<file path="src/hw/cabx_pkg.sv">
// shared constants for the add, branch and call execution block
package cabx_pkg;
    // =====================================================================
    // widths
    localparam int PAGE_W      = 5;
    localparam int LOW_W       = 7;
    localparam int PC_W        = 12;
    localparam int NIB_W       = 4;
    localparam int WORD_W      = 10;
    localparam int STACK_DEPTH = 8;
    localparam int SP_W        = 3;
    localparam int MP_W        = 8;
    localparam int IDX_W       = 3;
    localparam int ADDR_W      = 8;

    // =====================================================================
    // instruction encodings
    localparam logic [5:0]  OP_SUM_IMM_HI   = 6'h06;
    localparam logic [9:0]  OP_LAUNCH       = 10'h29f;
    localparam logic [9:0]  OP_SUM_MEM      = 10'h00a;
    localparam logic [9:0]  OP_SUM_MEM_CY   = 10'h00b;
    localparam logic [9:0]  OP_AND_MEM      = 10'h018;
    localparam logic [2:0]  OP_JUMP_PAGE_HI = 3'h3;
    localparam logic [2:0]  OP_CALL_TWO_HI  = 3'h2;
    localparam logic [4:0]  OP_LONG_JUMP_HI = 5'h07;
    localparam logic [4:0]  OP_LONG_CALL_HI = 5'h06;
    localparam logic [9:0]  OP_JUMP_IND     = 10'h010;
    localparam logic [PAGE_W-1:0] CALL_PAGE = 5'h02;
    localparam int IND_PAGE_TOP_BIT         = 6;

    // =====================================================================
    // register map and fields
    localparam logic [ADDR_W-1:0] REG_CTRL   = 8'h00;
    localparam logic [ADDR_W-1:0] REG_ACC    = 8'h04;
    localparam logic [ADDR_W-1:0] REG_PC     = 8'h08;
    localparam logic [ADDR_W-1:0] REG_STACK  = 8'h0c;
    localparam logic [ADDR_W-1:0] REG_CONV   = 8'h10;
    localparam logic [ADDR_W-1:0] REG_PTR    = 8'h14;
    localparam int CTRL_RUN_BIT              = 0;
    localparam int ACC_CARRY_BIT             = 4;
    localparam int CONV_DONE_BIT             = 4;
    localparam int CMP_MODE_BIT              = 3;
    localparam int PTR_IDX_LSB               = 8;

    // =====================================================================
    // reset values
    localparam logic [NIB_W-1:0] ACC_RST     = 4'h0;
    localparam logic [PC_W-1:0]  PC_RST      = 12'h000;
    localparam logic [NIB_W-1:0] CONV_RST    = 4'h0;
    localparam logic [MP_W-1:0]  MP_RST      = 8'h00;
    localparam logic [IDX_W-1:0] IDX_RST     = 3'h0;
endpackage

</file>
<file path="src/hw/cabx_core.sv">
// executes the add, jump and call instructions of the nibble cpu
`timescale 1ns/1ps
module cabx_core
    import cabx_pkg::*;
#(
    parameter int DEPTH = STACK_DEPTH
)(
    // clock and reset
    input  wire logic              pclk,
    input  wire logic              presetn,
    // apb slave
    input  wire logic [ADDR_W-1:0] paddr,
    input  wire logic              psel,
    input  wire logic              penable,
    input  wire logic              pwrite,
    input  wire logic [31:0]       pwdata,
    output logic      [31:0]       prdata,
    output logic                   pready,
    output logic                   pslverr,
    // program memory
    output logic      [PC_W-1:0]   prog_addr,
    input  wire logic [WORD_W-1:0] prog_word,
    // data ram
    output logic      [MP_W-1:0]   ram_addr,
    input  wire logic [NIB_W-1:0]  ram_rdata,
    // converter
    output logic                   conv_start,
    output logic                   conv_compare_mode,
    input  wire logic              conv_done
);
    // =====================================================================
    // state
    typedef enum logic {ST_ONE, ST_TWO} cabx_state_t;

    cabx_state_t       state_q, state_d;
    logic              run_q, skip_q, skip_d, carry_flag_q, carry_flag_d;
    logic              conversion_done_flag_q, conv_start_q;
    logic [NIB_W-1:0]  acc_q, acc_d, converter_control_reg_q;
    logic [PC_W-1:0]   pc_q, pc_d, pc_inc, stack_top;
    logic [WORD_W-1:0] hold_q;
    logic [MP_W-1:0]   memory_pointer_q;
    logic [IDX_W-1:0]  index_register_low_bits_q;
    logic [SP_W-1:0]   stack_index;
    logic [31:0]       prdata_q, rd_mux;

    // refused at elaboration: the index width fixes the depth
    if (DEPTH != STACK_DEPTH)
    begin : g_depth_check
        $error("return stack depth is fixed by the index width");
    end

    // =====================================================================
    // decode
    wire [WORD_W-1:0] w          = prog_word;
    wire dec_addi   = w[9:4] == OP_SUM_IMM_HI;
    wire dec_launch = w == OP_LAUNCH;
    wire dec_am     = w == OP_SUM_MEM;
    wire dec_amc    = w == OP_SUM_MEM_CY;
    wire dec_and    = w == OP_AND_MEM;
    wire dec_jmp    = w[9:7] == OP_JUMP_PAGE_HI;
    wire dec_call2  = w[9:7] == OP_CALL_TWO_HI;
    wire dec_bl     = w[9:5] == OP_LONG_JUMP_HI;
    wire dec_bml    = w[9:5] == OP_LONG_CALL_HI;
    wire dec_bla    = w == OP_JUMP_IND;
    wire is_two     = dec_bl | dec_bml | dec_bla;
    wire hold_bl    = hold_q[9:5] == OP_LONG_JUMP_HI;
    wire hold_bml   = hold_q[9:5] == OP_LONG_CALL_HI;
    wire hold_bla   = hold_q == OP_JUMP_IND;

    wire one        = run_q & (state_q == ST_ONE);
    wire two        = run_q & (state_q == ST_TWO);
    wire live1      = one & ~skip_q;
    wire ex_addi    = live1 & dec_addi;
    wire ex_launch  = live1 & dec_launch;
    wire ex_am      = live1 & dec_am;
    wire ex_amc     = live1 & dec_amc;
    wire ex_and     = live1 & dec_and;
    wire ex_jmp     = live1 & dec_jmp;
    wire ex_call2   = live1 & dec_call2;
    wire ex2        = two & ~skip_q;
    wire ex_bl2     = ex2 & hold_bl;
    wire ex_bml2    = ex2 & hold_bml;
    wire ex_bla2    = ex2 & hold_bla;
    // a skipped two-word instruction is dropped as a whole, both words
    wire kill       = (one & skip_q & ~is_two) | (two & skip_q);
    wire push       = ex_call2 | ex_bml2;

    // =====================================================================
    // arithmetic
    logic [NIB_W-1:0] alu_res;
    logic             alu_cout;

    cabx_alu u_alu (
        .a       (acc_q),
        .b       (dec_addi ? w[NIB_W-1:0] : ram_rdata),
        .cin     (dec_amc & carry_flag_q),
        .use_and (dec_and),
        .res     (alu_res),
        .cout    (alu_cout)
    );

    cabx_stack #(.DEPTH(DEPTH), .AW(SP_W)) u_stack (
        .pclk      (pclk),
        .presetn   (presetn),
        .push      (push),
        .push_addr (pc_inc),
        .index     (stack_index),
        .top       (stack_top)
    );

    // =====================================================================
    // apb decode
    function automatic logic hit(input logic [ADDR_W-1:0] a, input logic [ADDR_W-1:0] r);
        hit = a == r;
    endfunction

    wire setup  = psel & ~penable;
    wire access = psel & penable;
    wire wr     = access & pwrite;
    wire mapped = hit(paddr, REG_CTRL) | hit(paddr, REG_ACC) | hit(paddr, REG_PC)
                | hit(paddr, REG_STACK) | hit(paddr, REG_CONV) | hit(paddr, REG_PTR);
    wire wr_ctrl = wr & hit(paddr, REG_CTRL);
    // accumulator and counter accept software only while halted
    wire wr_acc  = wr & hit(paddr, REG_ACC) & ~run_q;
    wire wr_pc   = wr & hit(paddr, REG_PC) & ~run_q;
    wire wr_conv = wr & hit(paddr, REG_CONV);
    wire wr_ptr  = wr & hit(paddr, REG_PTR);

    assign rd_mux = hit(paddr, REG_CTRL)  ? {31'h0, run_q}
                  : hit(paddr, REG_ACC)   ? {27'h0, carry_flag_q, acc_q}
                  : hit(paddr, REG_PC)    ? {19'h0, skip_q, pc_q}
                  : hit(paddr, REG_STACK) ? {17'h0, stack_top, stack_index}
                  : hit(paddr, REG_CONV)  ? {27'h0, conversion_done_flag_q,
                                             converter_control_reg_q}
                  : hit(paddr, REG_PTR)   ? {21'h0, index_register_low_bits_q,
                                             memory_pointer_q}
                  : 32'h0;
    assign pready  = 1'b1;
    assign pslverr = access & ~mapped;
    assign prdata  = prdata_q;

    // =====================================================================
    // next state
    // the low part carries into the page, so code runs on past a page end
    assign pc_inc = pc_q + 1'b1;
    assign pc_d   = wr_pc     ? pwdata[PC_W-1:0]
                  : ex_jmp    ? {pc_q[PC_W-1:LOW_W], w[LOW_W-1:0]}
                  : ex_call2  ? {CALL_PAGE, w[LOW_W-1:0]}
                  : (ex_bl2 | ex_bml2) ? {hold_q[PAGE_W-1:0], w[LOW_W-1:0]}
                  : ex_bla2   ? {w[IND_PAGE_TOP_BIT], w[3:0], index_register_low_bits_q,
                                 acc_q}
                  : run_q     ? pc_inc
                  : pc_q;
    assign acc_d  = wr_acc ? pwdata[NIB_W-1:0]
                  : (ex_addi | ex_am | ex_amc | ex_and) ? alu_res
                  : acc_q;
    assign carry_flag_d = wr_acc ? pwdata[ACC_CARRY_BIT]
                        : ex_amc ? alu_cout
                        : carry_flag_q;
    assign skip_d  = ex_addi ? ~alu_cout
                   : (kill | wr_pc) ? 1'b0
                   : skip_q;
    assign state_d = (one & is_two) ? ST_TWO
                   : two ? ST_ONE
                   : state_q;

    assign prog_addr         = pc_q;
    assign ram_addr          = memory_pointer_q;
    assign conv_start        = conv_start_q;
    assign conv_compare_mode = converter_control_reg_q[CMP_MODE_BIT];

    // =====================================================================
    // registers
    always_ff @(posedge pclk or negedge presetn)
    begin
        if (!presetn)
        begin
            state_q      <= ST_ONE;
            run_q        <= 1'b0;
            pc_q         <= PC_RST;
            acc_q        <= ACC_RST;
            carry_flag_q <= 1'b0;
            skip_q       <= 1'b0;
            hold_q       <= '0;
        end
        else
        begin
            state_q      <= state_d;
            run_q        <= wr_ctrl ? pwdata[CTRL_RUN_BIT] : run_q;
            pc_q         <= pc_d;
            acc_q        <= acc_d;
            carry_flag_q <= carry_flag_d;
            skip_q       <= skip_d;
            hold_q       <= one ? w : hold_q;
        end
    end

    always_ff @(posedge pclk or negedge presetn)
    begin
        if (!presetn)
        begin
            converter_control_reg_q   <= CONV_RST;
            conversion_done_flag_q    <= 1'b0;
            conv_start_q              <= 1'b0;
            memory_pointer_q          <= MP_RST;
            index_register_low_bits_q <= IDX_RST;
            prdata_q                  <= 32'h0;
        end
        else
        begin
            if (wr_conv)
                converter_control_reg_q <= pwdata[NIB_W-1:0];
            // a finishing conversion beats a clear in the same cycle
            conversion_done_flag_q <= conv_done | (conversion_done_flag_q & ~ex_launch);
            conv_start_q <= ex_launch;
            if (wr_ptr)
            begin
                memory_pointer_q          <= pwdata[MP_W-1:0];
                index_register_low_bits_q <= pwdata[PTR_IDX_LSB +: IDX_W];
            end
            prdata_q <= setup ? rd_mux : prdata_q;
        end
    end
endmodule // cabx_core

</file>
<file path="src/hw/cabx_alu.sv">
// nibble adder with carry and bitwise conjunction
`timescale 1ns/1ps
module cabx_alu
    import cabx_pkg::*;
(
    // operands
    input  wire logic [NIB_W-1:0] a,
    input  wire logic [NIB_W-1:0] b,
    input  wire logic             cin,
    input  wire logic             use_and,
    // result
    output logic      [NIB_W-1:0] res,
    output logic                  cout
);
    // =====================================================================
    // datapath
    logic [NIB_W:0] sum;

    assign sum  = {1'b0, a} + {1'b0, b} + {{NIB_W{1'b0}}, cin};
    assign res  = use_and ? (a & b) : sum[NIB_W-1:0];
    assign cout = use_and ? 1'b0 : sum[NIB_W];
endmodule // cabx_alu

</file>
<file path="src/hw/cabx_stack.sv">
// return stack with its index
`timescale 1ns/1ps
module cabx_stack
    import cabx_pkg::*;
#(
    parameter int DEPTH = STACK_DEPTH,
    parameter int AW    = SP_W
)(
    // clock and reset
    input  wire logic          pclk,
    input  wire logic          presetn,
    // push side
    input  wire logic          push,
    input  wire logic [PC_W-1:0] push_addr,
    // state
    output logic      [AW-1:0]   index,
    output logic      [PC_W-1:0] top
);
    // =====================================================================
    // storage
    logic [PC_W-1:0] return_stack [DEPTH];
    logic [AW-1:0]   stack_index_q;
    logic [AW-1:0]   stack_index_d;

    // refused at elaboration: the index must wrap exactly at the depth
    if (DEPTH != (1 << AW))
    begin : g_depth_check
        $error("stack depth must equal two to the index width");
    end

    // deeper nesting than the depth wraps and overwrites the oldest entry
    assign stack_index_d = push ? stack_index_q + 1'b1 : stack_index_q;
    assign index         = stack_index_q;
    assign top           = return_stack[stack_index_q];

    always_ff @(posedge pclk or negedge presetn)
    begin
        if (!presetn)
        begin
            stack_index_q <= '0;
            for (int i = 0; i < DEPTH; i++)
                return_stack[i] <= '0;
        end
        else
        begin
            stack_index_q <= stack_index_d;
            if (push)
                return_stack[stack_index_d] <= push_addr;
        end
    end
endmodule // cabx_stack

</file>
<file path="config.mk">
export PLATFORM = sky130hd
export DESIGN_NAME = cabx_core
export DESIGN_NICKNAME = d
export VERILOG_FILES = /design/src/hw/cabx_pkg.sv /design/src/hw/cabx_core.sv /design/src/hw/cabx_alu.sv /design/src/hw/cabx_stack.sv
export SDC_FILE = /design/constraint.sdc
export NUM_CORES = 1
export LEC_CHECK = 0
export BUFFER_PORTS_ARGS = -buffer_cell sky130_fd_sc_hd__buf_2
export CORE_ASPECT_RATIO = 0.75
export CORE_MARGIN = 2
export CORE_UTILIZATION = 50
export DETAILED_ROUTE_END_ITERATION = 16
export PLACE_DENSITY_LB_ADDON = 0.08
export SYNTH_ARGS = -nofsm -noshare
export SYNTH_HDL_FRONTEND = slang
export SYNTH_SLANG_ARGS = --single-unit
</file>
<file path="constraint.sdc">
create_clock -name pclk -period 4.1 [get_ports pclk]
set_input_delay 0.615 -clock pclk [delete_from_list [all_inputs] [get_ports pclk]]
set_output_delay 0.615 -clock pclk [all_outputs]
set_load 0.03 [all_outputs]
</file>
==> results.md, run 1 <==
Run status:
- The flow ran to the end, and the final reports show no timing, DRC or antenna violations.

Die:
- The core box area is 0.01612 mm2.
- The height of the chip is 115.3 um.
- The die outline area is 0.01758 mm2.
- Once the floorplan was initialized, standard cells occupied 51.28% of the core.
- The number of top-level pins is 116.
- The placement row count is 40.
- The overall die width is 152.5 um.

Logic synthesis:
- The area of the mapped netlist is 0.008264 mm2.
- The commonest register cell after synthesis is dfrtp_1.
- The proportion of synthesized flip-flops having asynchronous set or reset is 100.0%.
- The synthesized netlist devotes 14.05% of its cell area to compound gates.
- By area, the combinational part of the netlist is dominated by multiplexers.
- The count of flip-flops with a built-in enable after synthesis is 0.
- The xor/xnor share of the synthesized area is 1.802%.
- After Yosys synthesis, and, or, nand and nor cells account for 14.46% of the synthesized area.
- The mean instance size in the synthesized netlist is 10.36 um2.
- In the synthesized netlist, the number of instances is 798.
- The count of cell types in the netlist is 59.
- The number of synthesis warnings is 0.
- The share of the Yosys chip area taken by registers is 48.75%.
- The register bit total from synthesis is 161.
- The fraction of the mapped netlist area in adder cells is 1.393%.
- Of the post-synthesis cell area, the part taken by muxes is 14.88%.

Timing:
- Setup repair after global routing left no endpoint under its margin.
- Clock skew on the completed layout was measured at 10.07 ps.
- Hold is met by 279.6 ps.
- The total count of max-transition violations in the final report was 0.
- The top achievable clock speed is 333.4 MHz.
- After routing, the total negative slack on setup checks comes to 0 ps.
- The count of final hold-check violations was 0.
- In this run the tightest slew margin relative to its limit is 22.41%.
- Dividing the final minimum period by the clock period gives 73.17%.
- The post-layout minimum cycle time is 3000 ps.
- The number of endpoints failing setup at the final stage is 0.
- At the pin with the least slew margin, the transition time is 1152 ps.

Clocking:
- After clock tree synthesis, the repair step resized 0 gates.
- CTS saw 161 sinks.
- The total of hold buffers inserted after clock tree synthesis is 0.
- The number of setup buffers added after CTS is 0.
- TritonCTS built the clock tree.
- No sink is reached through more buffers than the 2 on the longest clock path.
- Clock latency on the worst-skew pair, taken at its later pin, is 430 ps.
- The H-tree generated during clock tree synthesis spans 4 levels.
- Clock-pin slew was measured on the worst setup and hold paths at 70 ps.
- Counting the buffers created by CTS gives 17.
- The root buffer selected by CTS is clkbuf_16.

Power and ir drop:
- Internal power comes to 2839 uW.
- The sequential share of power is 44.2%.
- Summed over all cells, the static leakage comes to 0.004135 uW.
- The share of power burned in the clock network is 43.6%.
- The fraction of power spent switching nets is 27.97%.
- Dividing total power by cell area gives a power density of 418.3 mW/mm2.
- The power share of the combinational group is 12.3%.
- Summed over all nets, the switching power comes to 1102 uW.
- The worst supply voltage drop on vdd is 276.4 uV.

Final layout:
- Summing all multi-input logic gate instances after layout gives 0.003924 mm2.
- The number of fill cells in the layout is 1402.
- The final non-filler cell area is 0.009424 mm2.
- The number of antenna diodes is 0.
- Leaving out fill and tap cells, the most frequent cells in the layout are dfrtp_1 (160), nand2_1 (122), o21ai_0 (89).
- The final layout net count is 929.
- The layout overhead on the synthesized area is 14.03%.
- The share of the core filled with cells is 58.48%.
- Summing all flip-flop and latch instances after layout gives 0.004030 mm2.
- For this run, the number of standard cells in the final layout without fillers is 1084.
- The most common cell after layout, fill and taps aside is dfrtp_1.
- In the final layout, the share of cells above drive strength 1 is 22.54%.

Worst setup path:
- The maximum single-stage delay on the critical path is 710 ps.
- The largest driver fanout on the critical path is 29.
- By instance count, the cell type seen most on the critical path is buf_4.
- The critical path is of the reg -> reg type.
- The data arrival time of the critical path is 3350 ps.
- The slowest cell on the critical path is a211oi_2.
- Data on the critical path is required at its endpoint by 4450 ps.
- STA classifies the critical path startpoint as a register.
- STA classifies the critical path endpoint as a register.
- Walking the worst path, the cells encountered are buf_4 > nand2b_1 > or4_1 > a211oi_2 > buf_4 > mux2i_1.
- Across all register-to-register paths, the minimum setup slack is 1100 ps.

Drt:
- For this run, the detailed router's first-pass iteration total came to 5.
- The count of routing violations after the opening detailed-route iteration is 603.
- Using the TritonRoute via totals, the vias-per-cell ratio works out to 5.954.
- The final antenna-violating net count is 0.
- The final route contains 6454 vias.
- The routed length per placed instance is 20.29 um.
- The routed design has 21.99 mm of wire.
- The DRC violation count after routing is 0.

Placement:
- The estimated wirelength of the detail-placed design is 15.47 mm.
- The cell area after placement is 0.008788 mm2.
- The congestion estimate from routability-driven global placement came to 0.8978.
- Input and output buffers added on the ports amount to 77.
- After detailed placement, the design holds a cell count of 1052.

Global routing:
- The number of global-route vias before repair is 6073.
- The overall global routing resource usage is 25.87%.
- The global-route wire length before repair is 34.56 mm.
- The number of antenna violations at the first check in global routing is 0.
- The largest net degree at the start of global routing is 102.
- For this run the aggregate overflow at the end of global routing stands at 0.

Min path:
- In this run the worst hold path is classified as in -> async.

Job:
- The number of maximum-capacitance constraint violations is 0.
## cells by family (layout without fill, tap and decap cells)
family | after synthesis | in the layout
and+or+nand+nor | 255 | 255
buffers and inverters | 78 | 138
other | 2 | 18
muxes | 88 | 88
AOI/OAI and AO/OA | 189 | 189
adders and majority gates | 8 | 8
xor gates and xnor gates | 17 | 17
DFF | 161 | 161
## layer usage
metal  GRT usage, %  part of all wire (%)  routed length (um)
met3          4.787                   7.7                1684
met4          6.296                  0.90                 199
met5              0                     0                   0
met2          37.33                    43                9459
met1          40.62                    48               10650
## final timing paths
path,start,to,cells after the start
worst max-delay path,run_q$_DFFE_PN0P_,u_stack.return_stack[84]$_DFFE_PN0P_,6
worst min-delay path,presetn,u_stack.return_stack[75]$_DFFE_PN0P_,1
worst max register to register,run_q$_DFFE_PN0P_,u_stack.return_stack[84]$_DFFE_PN0P_,6
worst min register to register,prdata[11]$_DFFE_PN0P_,prdata[11]$_DFFE_PN0P_,2
max in group asynchronous,presetn,u_stack.return_stack[91]$_DFFE_PN0P_,2
min in group pclk,conv_done,conversion_done_flag_q$_DFF_PN0_,2
## worst max-delay path, delay by kind of cell (launching register included)
kind	cells	cell delay, ps
mux	1	210
flops	1	320
simple gates	2	1030
buf+inv	2	630
compound gates	1	710
## layout make-up
type / instances / area share (%)
clock buffer: 21 / 4.886
clock inverter: 11 / 1.859
multi-input combinational: 575 / 41.64
inverter: 10 / 0.3983
timing repair buffer: 96 / 5.669
sequential: 161 / 42.76
tap: 210 / 2.788
## registers in the layout (all words and copies together) (netlist names)
register and count:
ram_addr 8, conversion_done_flag_q 1, state_q 1, carry_flag_q 1
run_q 1, conv_start 1, hold_q 10, prdata 15
index_register_low_bits_q 3, skip_q 1, converter_control_reg_q 4, u_stack.return_stack 96
u_stack.index 3, prog_addr 12, acc_q 4
## cells in the mapped netlist, drive strengths merged (9+ instances only)
library cell | n | share of area [%]
xnor2 | 9 | 0.95
o211ai | 11 | 1.0
dfrtp | 161 | 49
buf | 29 | 2.3
a211oi | 9 | 0.94
nand3 | 17 | 1.0
a21oi | 33 | 2.0
nor2 | 47 | 2.1
inv | 10 | 0.45
mux2 | 39 | 5.3
mux4 | 24 | 6.5
nand4 | 12 | 0.91
clkbuf | 39 | 1.8
nor3 | 12 | 0.86
mux2i | 25 | 3.0
nand2 | 122 | 5.5
o21ai | 89 | 5.4
## metrics by stage
stage	power (uW)	setup slack, ps
2_1_floorplan	2048	1123
3_3_place_gp	2236	858.3
3_5_place_dp	2250	829.9
4_1_cts	3957	1091
5_1_grt	4077	873.1
6_report	3942	1100
## power by group through the flow
stage	Combinational (uW)	Sequential (uW)	Clock, uW
2_1_floorplan	265	1780	0
6_report	485	1740	1720
3_5_place_dp	486	1760	0
4_1_cts	487	1740	1730
5_1_grt	531	1750	1800
3_3_place_gp	475	1760	0
Power figures use the tool's default switching activity.
==> inputs of run 2 (changes only) <==
ABC_AREA = 1   (was unset)
clock period = 3.13 ns   (was 4.1 ns; I/O delays follow)
==> run 2 against run 1 <==
Compared with the run above:
- cell count up 45%
- setup slack worse by 720 ps
- sequential cell count unchanged
- cell area up 8.6%
- synthesized cell count up 57%
- critical path type unchanged
==> results.md, run 2 <==
Final layout:
- In the layout the commonest cells are nand2_1 (496), nand3_1 (160), dfrtp_1 (160).
- The number of cells in the finished layout apart from fillers came to 1572 (+45%).
- The number of flip-flops in the largest register is 96 (unchanged).
- The number of antenna diodes is 0 (unchanged).
- The register ranked first by flip-flop count is u_stack.return_stack.
- Leaving out fill and tap cells, the most frequent cell in the layout is nand2_1.
- The fraction of final layout cells sized beyond drive strength 1 came to 12.63% (-9.9 points).
- The layout overhead on the synthesized area is 12.72%.
- The number of fill cells in the layout is 1751 (+25%).
- The final layout net count was 1388 (+49%).

Logic synthesis:
- Ranked by total cell area, the synthesized netlist is headed by dfrtp_1 (44%), nand2_1 (21%), nand3_1 (8.8%), nand4_1 (3.7%), o21ai_0 (3.1%).
- The dominant cell type by area after synthesis is dfrtp_1.
- The count of cell types in the netlist is 39 (-34%).
- In the synthesized netlist the dominant register cell turns out to be dfrtp_1.
- The proportion of synthesized flip-flops having asynchronous set or reset is 100.0% (unchanged).
- The count of flip-flops with a built-in enable after synthesis is 0 (unchanged).
- The mean instance size in the synthesized netlist is 7.264 um2 (-30%).
- The share of synthesized area occupied by flip-flops and latches is 44.37% (-4.4 points).
- The register bit total from synthesis was 161 (unchanged).
- The number of instances in the synthesized netlist is 1250 (+57%).
- The number of synthesis warnings came to 0 (unchanged).
- The area of the mapped netlist is 0.009080 mm2 (+9.9%).
- The share of the synthesized area in the top cell type is 44.37% (-4.4 points).
- By instance count, the leading cell after synthesis is nand2_1.
- The commonest cells after synthesis are nand2_1 (496), dfrtp_1 (161), nand3_1 (160), inv_1 (67), nor2_1 (63).

Timing:
- The part of the cycle the worst path needs is 87.87% (+15 points).
- Setup repair after global routing left no endpoint under its margin.
- The sum of negative setup slack is 0 ps (unchanged).
- The top achievable clock speed is 363.6 MHz (+9.1%).
- The max-slew headroom at the worst pin is 26.95% (+4.5 points).
- The number of endpoints failing setup at the final stage is 0 (unchanged).
- The total count of max-transition violations in the final report is 0 (unchanged).
- The worst hold margin came to 13.30 ps (-266.3 ps).
- The slew of the pin with the lowest slew margin is 1095 ps (-56.99 ps).
- The count of final hold-check violations came to 0 (unchanged).
- The worst clock skew on the final layout was 7.284 ps (-2.784 ps).
- The post-layout minimum cycle time was 2750 ps (-249.4 ps).

Placement:
- The estimated wirelength of the detail-placed design is 19.40 mm (+25%).
- The count of input and output buffers is 77 (unchanged).
- The placer's final routability congestion estimate came to 0.9069 (+1.0%).
- The cell total after placement was 1543 (+47%).

Clocking:
- The clock latency at the later pin of the worst-skew pair is 430 ps (about the same).
- The maximum root-to-sink buffer count is 2 (unchanged).
- The number of H-tree branching levels came to 4 (unchanged).
- The clock-pin transition on the worst setup and hold timing paths is 60 ps (about the same).
- TritonCTS built the clock tree.
- The post-CTS setup-driven buffer insertion count came to 0 (unchanged).
- The count of clock tree sinks was 161 (unchanged).
- The number of instances resized during post-cts repair is 0 (unchanged).
- The number of CTS-inserted buffers is 17 (unchanged).
- The root buffer selected by CTS is clkbuf_16.
- The total of hold buffers inserted after clock tree synthesis is 0 (unchanged).

Worst setup path:
- STA classifies the critical path startpoint as a register.
- The slowest cell on the critical path is nand3_1.
- The largest driver fanout on the critical path came to 14 (-52%).
- The capture point of the critical path is u_stack.return_stack[47]$_DFFE_PN0P_.
- The launch point of the worst reg-to-reg path is run_q$_DFFE_PN0P_.
- The launch point of the critical path is run_q$_DFFE_PN0P_.
- The worst setup path is captured at a register.
- By startpoint and endpoint, the worst setup path is classified as reg -> reg.
- The number of buffer and inverter stages on the critical path is 0 (-2).
- The maximum single-stage delay on the critical path was 690 ps (-20 ps).
- The cell depth of the worst flop-to-flop path is 8 (+2).
- The critical register-to-register path endpoint is u_stack.return_stack[47]$_DFFE_PN0P_.
- The worst endpoint required time is 3450 ps (-1000 ps).
- Traced cell by cell, the critical path runs through nand3_2 > nor2_4 > nand2_1 > nand2_4 > o21ai_2 > nand3_1 > nand2_1 > nand2_1.
- The worst-case register-to-register setup slack is 380 ps (-720 ps).
- The kind of cell adding the most delay to the critical path is simple AND/OR/NAND/NOR gates.
- The logic depth of the worst path, buffers included is 8 (+2).
- The cell that appears most often on the critical path is nand2_1.
- The data arrival time of the critical path is 3070 ps (-280 ps).

Die:
- The number of top-level pins is 116 (unchanged).
- The placement row count is 42 (+5.0%).
- The overall die width is 159.6 um (+4.7%).
- The height of the chip came to 120.7 um (+4.7%).
- The die outline area is 0.01927 mm2 (+9.6%).
- The starting density of the core is 51.27% (about the same).
- The core box area was 0.01771 mm2 (+9.9%).

Drt:
- The count of routing violations after the opening detailed-route iteration is 1266 (+110%).
- The routed length per placed instance was 18.19 um (-10%).
- The DRC violation count after routing is 0 (unchanged).
- The ratio of routed vias to standard cells is 5.555 (-6.7%).
- The final antenna-violating net count is 0 (unchanged).
- The first-pass iteration count of the detailed router is 5 (unchanged).
- The post-detailed-routing wire length came to 28.59 mm (+30%).
- The number of vias after detailed routing was 8732 (+35%).

Global routing:
- The number of global-route vias before repair was 7742 (+27%).
- The largest net degree at the start of global routing was 62 (-39%).
- The number of antenna violations at the first check in global routing is 0 (unchanged).
- The global-route wire length before repair came to 44.86 mm (+30%).
- The aggregate global routing overflow is 0 (unchanged).
- The overall global routing resource usage was 30.55% (+4.7 points).

Power and ir drop:
- The power per unit of standard cell area is 539.3 mW/mm2 (+29%).
- The power share of the combinational group is 20.8% (+8.5 points).
- The worst supply voltage drop on vdd is 402.1 uV (+45%).
- The internal power was 3666 uW (+29%).
- The share of power burned in the clock network was 36.2% (-7.4 points).
- The net load switching power is 1854 uW (+68%).
- The fraction of power spent switching nets was 33.58% (+5.6 points).
- The cell leakage power came to 0.005614 uW (+36%).
- The sequential share of power is 43.0% (-1.2 points).

Min path:
- The path class of the lowest-slack min-delay path is in -> async.

Run status:
- The run finished with clean final reports.

Job:
- The number of maximum-capacitance constraint violations is 0 (unchanged).
[run 2: changes by cell type after synthesis, moves of 22 or more]
cell     before  now
nand2_1     122  496
nand3_1      17  160
inv_1        10   67
nand4_1      12   53
mux2_2       39    4
o21ai_0      89   57
mux4_2       24    0
mux2i_1      25    3
[run 2: power groups by stage]
stage	clock, uW	combinational [uW]	sequential [uW]
floorplan	0	588	2440
global placement	0	1110	2400
detailed placement	0	1120	2400
CTS	2020	1120	2370
global route	2110	1240	2390
finish	2000	1150	2370
[run 2: logic make-up (layout without fill, tap and decap cells)]
logic type,after synthesis,after routing,synth area share (%)
simple gates,798,798,37.84
flops,161,161,44.37
buf+inv,155,219,8.061
compound gates,110,110,6.683
xor+xnor,9,9,0.8682
fa+ha+maj,8,8,1.268
mux,7,7,0.8268
other cells,2,18,0.08271
[run 2: per-layer routing]
metal | routed length (um) | up-vias | part of all wire (%) | GRT usage [%]
met5 | 0 | - | 0 | 0
met4 | 374 | 0 | 1.3 | 7.330
met3 | 2779 | 35 | 9.7 | 4.768
met2 | 11630 | 394 | 41 | 42.07
met1 | 13800 | 4112 | 48 | 49.51
li1 | - | 4191 | - | -
[run 2: worst min path at each step]
stage	start	endpoint	slack [ps]	cells past startpoint
6_report	presetn	u_stack.return_stack[71]$_DFFE_PN0P_	10	1
5_1_grt	presetn	u_stack.return_stack[71]$_DFFE_PN0P_	60	1
4_1_cts	presetn	u_stack.return_stack[59]$_DFFE_PN0P_	40	1
3_5_place_dp	u_stack.return_stack[70]$_DFFE_PN0P_	u_stack.return_stack[70]$_DFFE_PN0P_	450	2
3_3_place_gp	u_stack.return_stack[83]$_DFFE_PN0P_	u_stack.return_stack[83]$_DFFE_PN0P_	450	2
2_1_floorplan	presetn	acc_q[0]$_DFFE_PN0P_	170	0
[run 2: area by class of cell]
type,instances,area (um2),area share (%)
multi-input combinational,950,4385,42.85
clock inverter,6,57.56,0.5623
sequential,161,4030,39.38
inverter,75,281.5,2.751
tap,242,302.8,2.958
clock buffer,23,488.0,4.768
timing repair buffer,115,689.4,6.736
[run 2: per-stage QoR]
step                utilization [%]  power [uW]  instance area, um2  worst slack (ps)
finish                        57.79        5520               10230             379.6
detailed placement            54.71        3521                9689             222.5
global placement              54.71        3512                9689             219.2
global route                  57.79        5740               10230             176.4
floorplan                         -        3028                9140             426.4
CTS                           57.79        5505               10230             442.4
==> inputs of run 3 (changes only) <==
BUFFER_PORTS_ARGS = unset   (was -buffer_cell sky130_fd_sc_hd__buf_2)
CAP_MARGIN = 20   (was unset)
CORE_ASPECT_RATIO = unset   (was 0.75)
DONT_BUFFER_PORTS = 1   (was unset)
==> run 3 against run 2 <==
Compared with the run above:
- non-clock buffer count shrank 69
- total power grew 3.5%
- first-iteration DRC count fell by 43%
- the flow now finishes with violations (negative hold slack)
- fmax fell by 3.0%
- setup slack worse by 84 ps
- critical path type unchanged
- sequential power increased by 4%
- cell count is 5.0% lower
- combinational power shrank 22%
- highest routed layer unchanged
- clock power up 18%
- die area barely moved
==> results.md, run 3 (synthesis gave the netlist of run 2 again) <==
Drt:
- The highest layer used for signal routing is met4.
- The DRC violation count after routing is 0 (unchanged).
- The ratio of routed vias to standard cells was 5.541 (-0.26%).
- The number of vias after detailed routing is 8272 (-5.3%).
- The met3 layer wire length in the routed design is 1.911 mm (-31%).
- The routed metal-1 wirelength is 11.53 mm (-16%).
- The final antenna-violating net count is 0 (unchanged).
- The post-detailed-routing wire length is 27.47 mm (-3.9%).
- The met2 wire length is 13.28 mm (+14%).
- The first-pass iteration count of the detailed router is 4 (-1).
- The routed length per placed instance came to 18.40 um (+1.2%).
- The count of routing violations after the opening detailed-route iteration was 717 (-43%).

Die:
- The number of top-level pins came to 116 (unchanged).
- The placement row count is 49 (+17%).
- The height of the chip is 138.8 um (+15%).
- The die outline area is 0.01925 mm2 (about the same).
- The overall die width came to 138.8 um (-13%).
- The core box area is 0.01790 mm2 (+1.1%).
- The starting density of the core is 50.72% (-0.55 points).

Clocking:
- The clock tree from TritonCTS is done.
- The count of clock tree sinks is 161 (unchanged).
- The clock-pin transition on the worst setup and hold timing paths is 70 ps (about the same).
- The post-CTS setup-driven buffer insertion count is 0 (unchanged).
- The maximum root-to-sink buffer count came to 2 (unchanged).
- The number of H-tree branching levels is 4 (unchanged).
- The root buffer selected by CTS is clkbuf_16.
- The number of instances resized during post-cts repair is 0 (unchanged).
- The clock latency at the later pin of the worst-skew pair is 430 ps (about the same).
- The number of CTS-inserted buffers came to 17 (unchanged).

Timing:
- The sum of negative setup slack is 0 ps (unchanged).
- Setup repair after global routing left no endpoint under its margin.
- The part of the cycle the worst path needs is 90.54% (+2.7 points).
- The top achievable clock speed is 352.9 MHz (-3.0%).
- The post-layout minimum cycle time came to 2834 ps (+83.66 ps).
- The count of final hold-check violations is 161 (+161).
- The max-slew headroom at the worst pin is 41.83% (+15 points).
- The total count of max-transition violations in the final report is 0 (unchanged).
- The worst hold margin came to -264.8 ps (-278.1 ps).
- The slew of the pin with the lowest slew margin came to 872.4 ps (-222.3 ps).
- The number of endpoints failing setup at the final stage is 0 (unchanged).
- The worst clock skew on the final layout is 12.23 ps (+4.942 ps).

Min path:
- The tightest min-delay check is of the in -> async type.

Global routing:
- The largest net degree at the start of global routing is 162 (+160%).
- The number of antenna violations at the first check in global routing is 0 (unchanged).
- The overall global routing resource usage is 28.98% (-1.6 points).
- The number of global-route vias before repair is 7862 (+1.5%).
- The aggregate global routing overflow is 0 (unchanged).
- The global-route wire length before repair came to 43.70 mm (-2.6%).

Worst setup path:
- STA classifies the critical path startpoint as a register.
- The launch point of the worst reg-to-reg path is run_q$_DFFE_PN0P_.
- The worst endpoint required time came to 3440 ps (about the same).
- The critical path class is reg -> reg.
- The most numerous cell type found on the critical path is nand2_1.
- The data arrival time of the critical path is 3150 ps (+80 ps).
- Broken down by cell family, the worst path's largest delay share belongs to simple AND/OR/NAND/NOR gates.
- In this run the worst setup path begins at run_q$_DFFE_PN0P_.
- Walking the worst path, the cells encountered are nand3_2 > nor2_4 > nand2_1 > nand2_4 > o21ai_2 > nand3_1 > nand2_1 > nand2_1.
- The largest driver fanout on the critical path is 19 (+5).
- The maximum single-stage delay on the critical path came to 710 ps (+20 ps).
- The category of the worst setup path capture point is a register.
- The number of buffer and inverter stages on the critical path was 0 (unchanged).
- The slowest cell on the critical path is nand3_1.

Final layout:
- The library cells used most frequently in the layout, excluding fill and tap cells, are nand2_1 (496), nand3_1 (160), dfrtp_1 (160).
- The library cell used most frequently in the layout, excluding fill and tap cells, is nand2_1.
- The number of flip-flops in the largest register is 96 (unchanged).
- The final layout net count came to 1319 (-5.0%).
- Relative to the synthesized area, the layout overhead comes to 10.03%.
- The area taken by flip-flops and latches is 0.004030 mm2 (unchanged).
- The number of fill cells in the layout is 1772 (+1.2%).
- The area taken by multi-input logic gates is 0.004385 mm2 (unchanged).
- u_stack.return_stack holds more flip-flops than any other register.
- The fraction of final layout cells sized beyond drive strength 1 came to 8.149% (-4.5 points).
- The number of antenna diodes is 0 (unchanged).
- The share of the core filled with cells is 55.81% (-2.0 points).

Power and ir drop:
- The internal power came to 3920 uW (+6.9%).
- The share of power burned in the clock network is 41.1% (+4.9 points).
- The power per unit of standard cell area was 572.1 mW/mm2 (+6.1%).
- The fraction of power spent switching nets came to 31.41% (-2.2 points).
- The sequential share of power is 43.2% (+0.2 points).
- The worst supply voltage drop on vdd is 410.9 uV (+2.2%).
- The total chip power was 5716 uW (+3.5%).
- The cell leakage power is 0.005335 uW (-5.0%).
- The power share of the combinational group came to 15.7% (-5.1 points).
- The net load switching power was 1795 uW (-3.1%).

Run status:
- The checks that failed: negative hold slack.
- The run finished, with violations left.

Placement:
- The estimated wirelength of the detail-placed design is 18.92 mm (-2.4%).
- The count of input and output buffers was 0 (-100%).
- The placer's final routability congestion estimate is 0.9062 (about the same).

Job:
- The number of maximum-capacitance constraint violations is 0 (unchanged).
-- run 3: changes by cell type in the layout (fill, tap and decap cells not counted) --
cell	change
buf_12	-1
buf_2	-76
buf_4	+9
buf_6	-1
bufinv_16	+4
clkbuf_1	-1
clkbuf_8	-2
clkinv_2	-3
clkinv_4	+3
clkinvlp_4	+1
inv_6	+1
-- run 3: stage by stage --
stage | std cells | cell area [um2] | worst slack [ps]
floorplan | 1266 | 9140 | 426.4
global placement | 1461 | 9329 | 219.4
detailed placement | 1461 | 9329 | 255.7
CTS | 1493 | 9991 | 323.6
global route | 1493 | 9991 | 7.444
finish | 1493 | 9991 | 295.9
-- run 3: layout make-up --
cell class / instances / share of cell area [%]
Tap cell: 229 / 2.868
Sequential cell: 161 / 40.34
Clock buffer: 20 / 4.571
Timing Repair Buffer: 46 / 3.456
Multi-Input combinational cell: 950 / 43.89
Clock inverter: 12 / 2.054
Inverter: 75 / 2.818
-- run 3: path summary, 6_finish.rpt --
path | to | slack (ps) | cells past startpoint
hold reg to reg | u_stack.return_stack[81]$_DFFE_PN0P_ | 470 | 2
min in group pclk | conversion_done_flag_q$_DFF_PN0_ | 150 | 1
setup / recovery | u_stack.return_stack[71]$_DFFE_PN0P_ | 300 | 8
max in group asynchronous | acc_q[2]$_DFFE_PN0P_ | 3200 | 0
setup reg to reg | u_stack.return_stack[71]$_DFFE_PN0P_ | 300 | 8
hold / removal | u_stack.return_stack[49]$_DFFE_PN0P_ | -260 | 0
-- run 3: power groups by stage --
stage	Combinational [uW]	Clock, uW	Sequential, uW
floorplan	588	0	2440
global placement	873	0	2510
detailed placement	877	0	2510
CTS	879	2380	2470
global route	981	2460	2490
finish	896	2350	2470
-- run 3: per-layer routing --
layer / vias up / GRT usage, %
met5: - / 0
met1: 3898 / 37.78
met3: 43 / 6.008
li1: 4042 / -
met4: 0 / 9.144
met2: 289 / 48.77
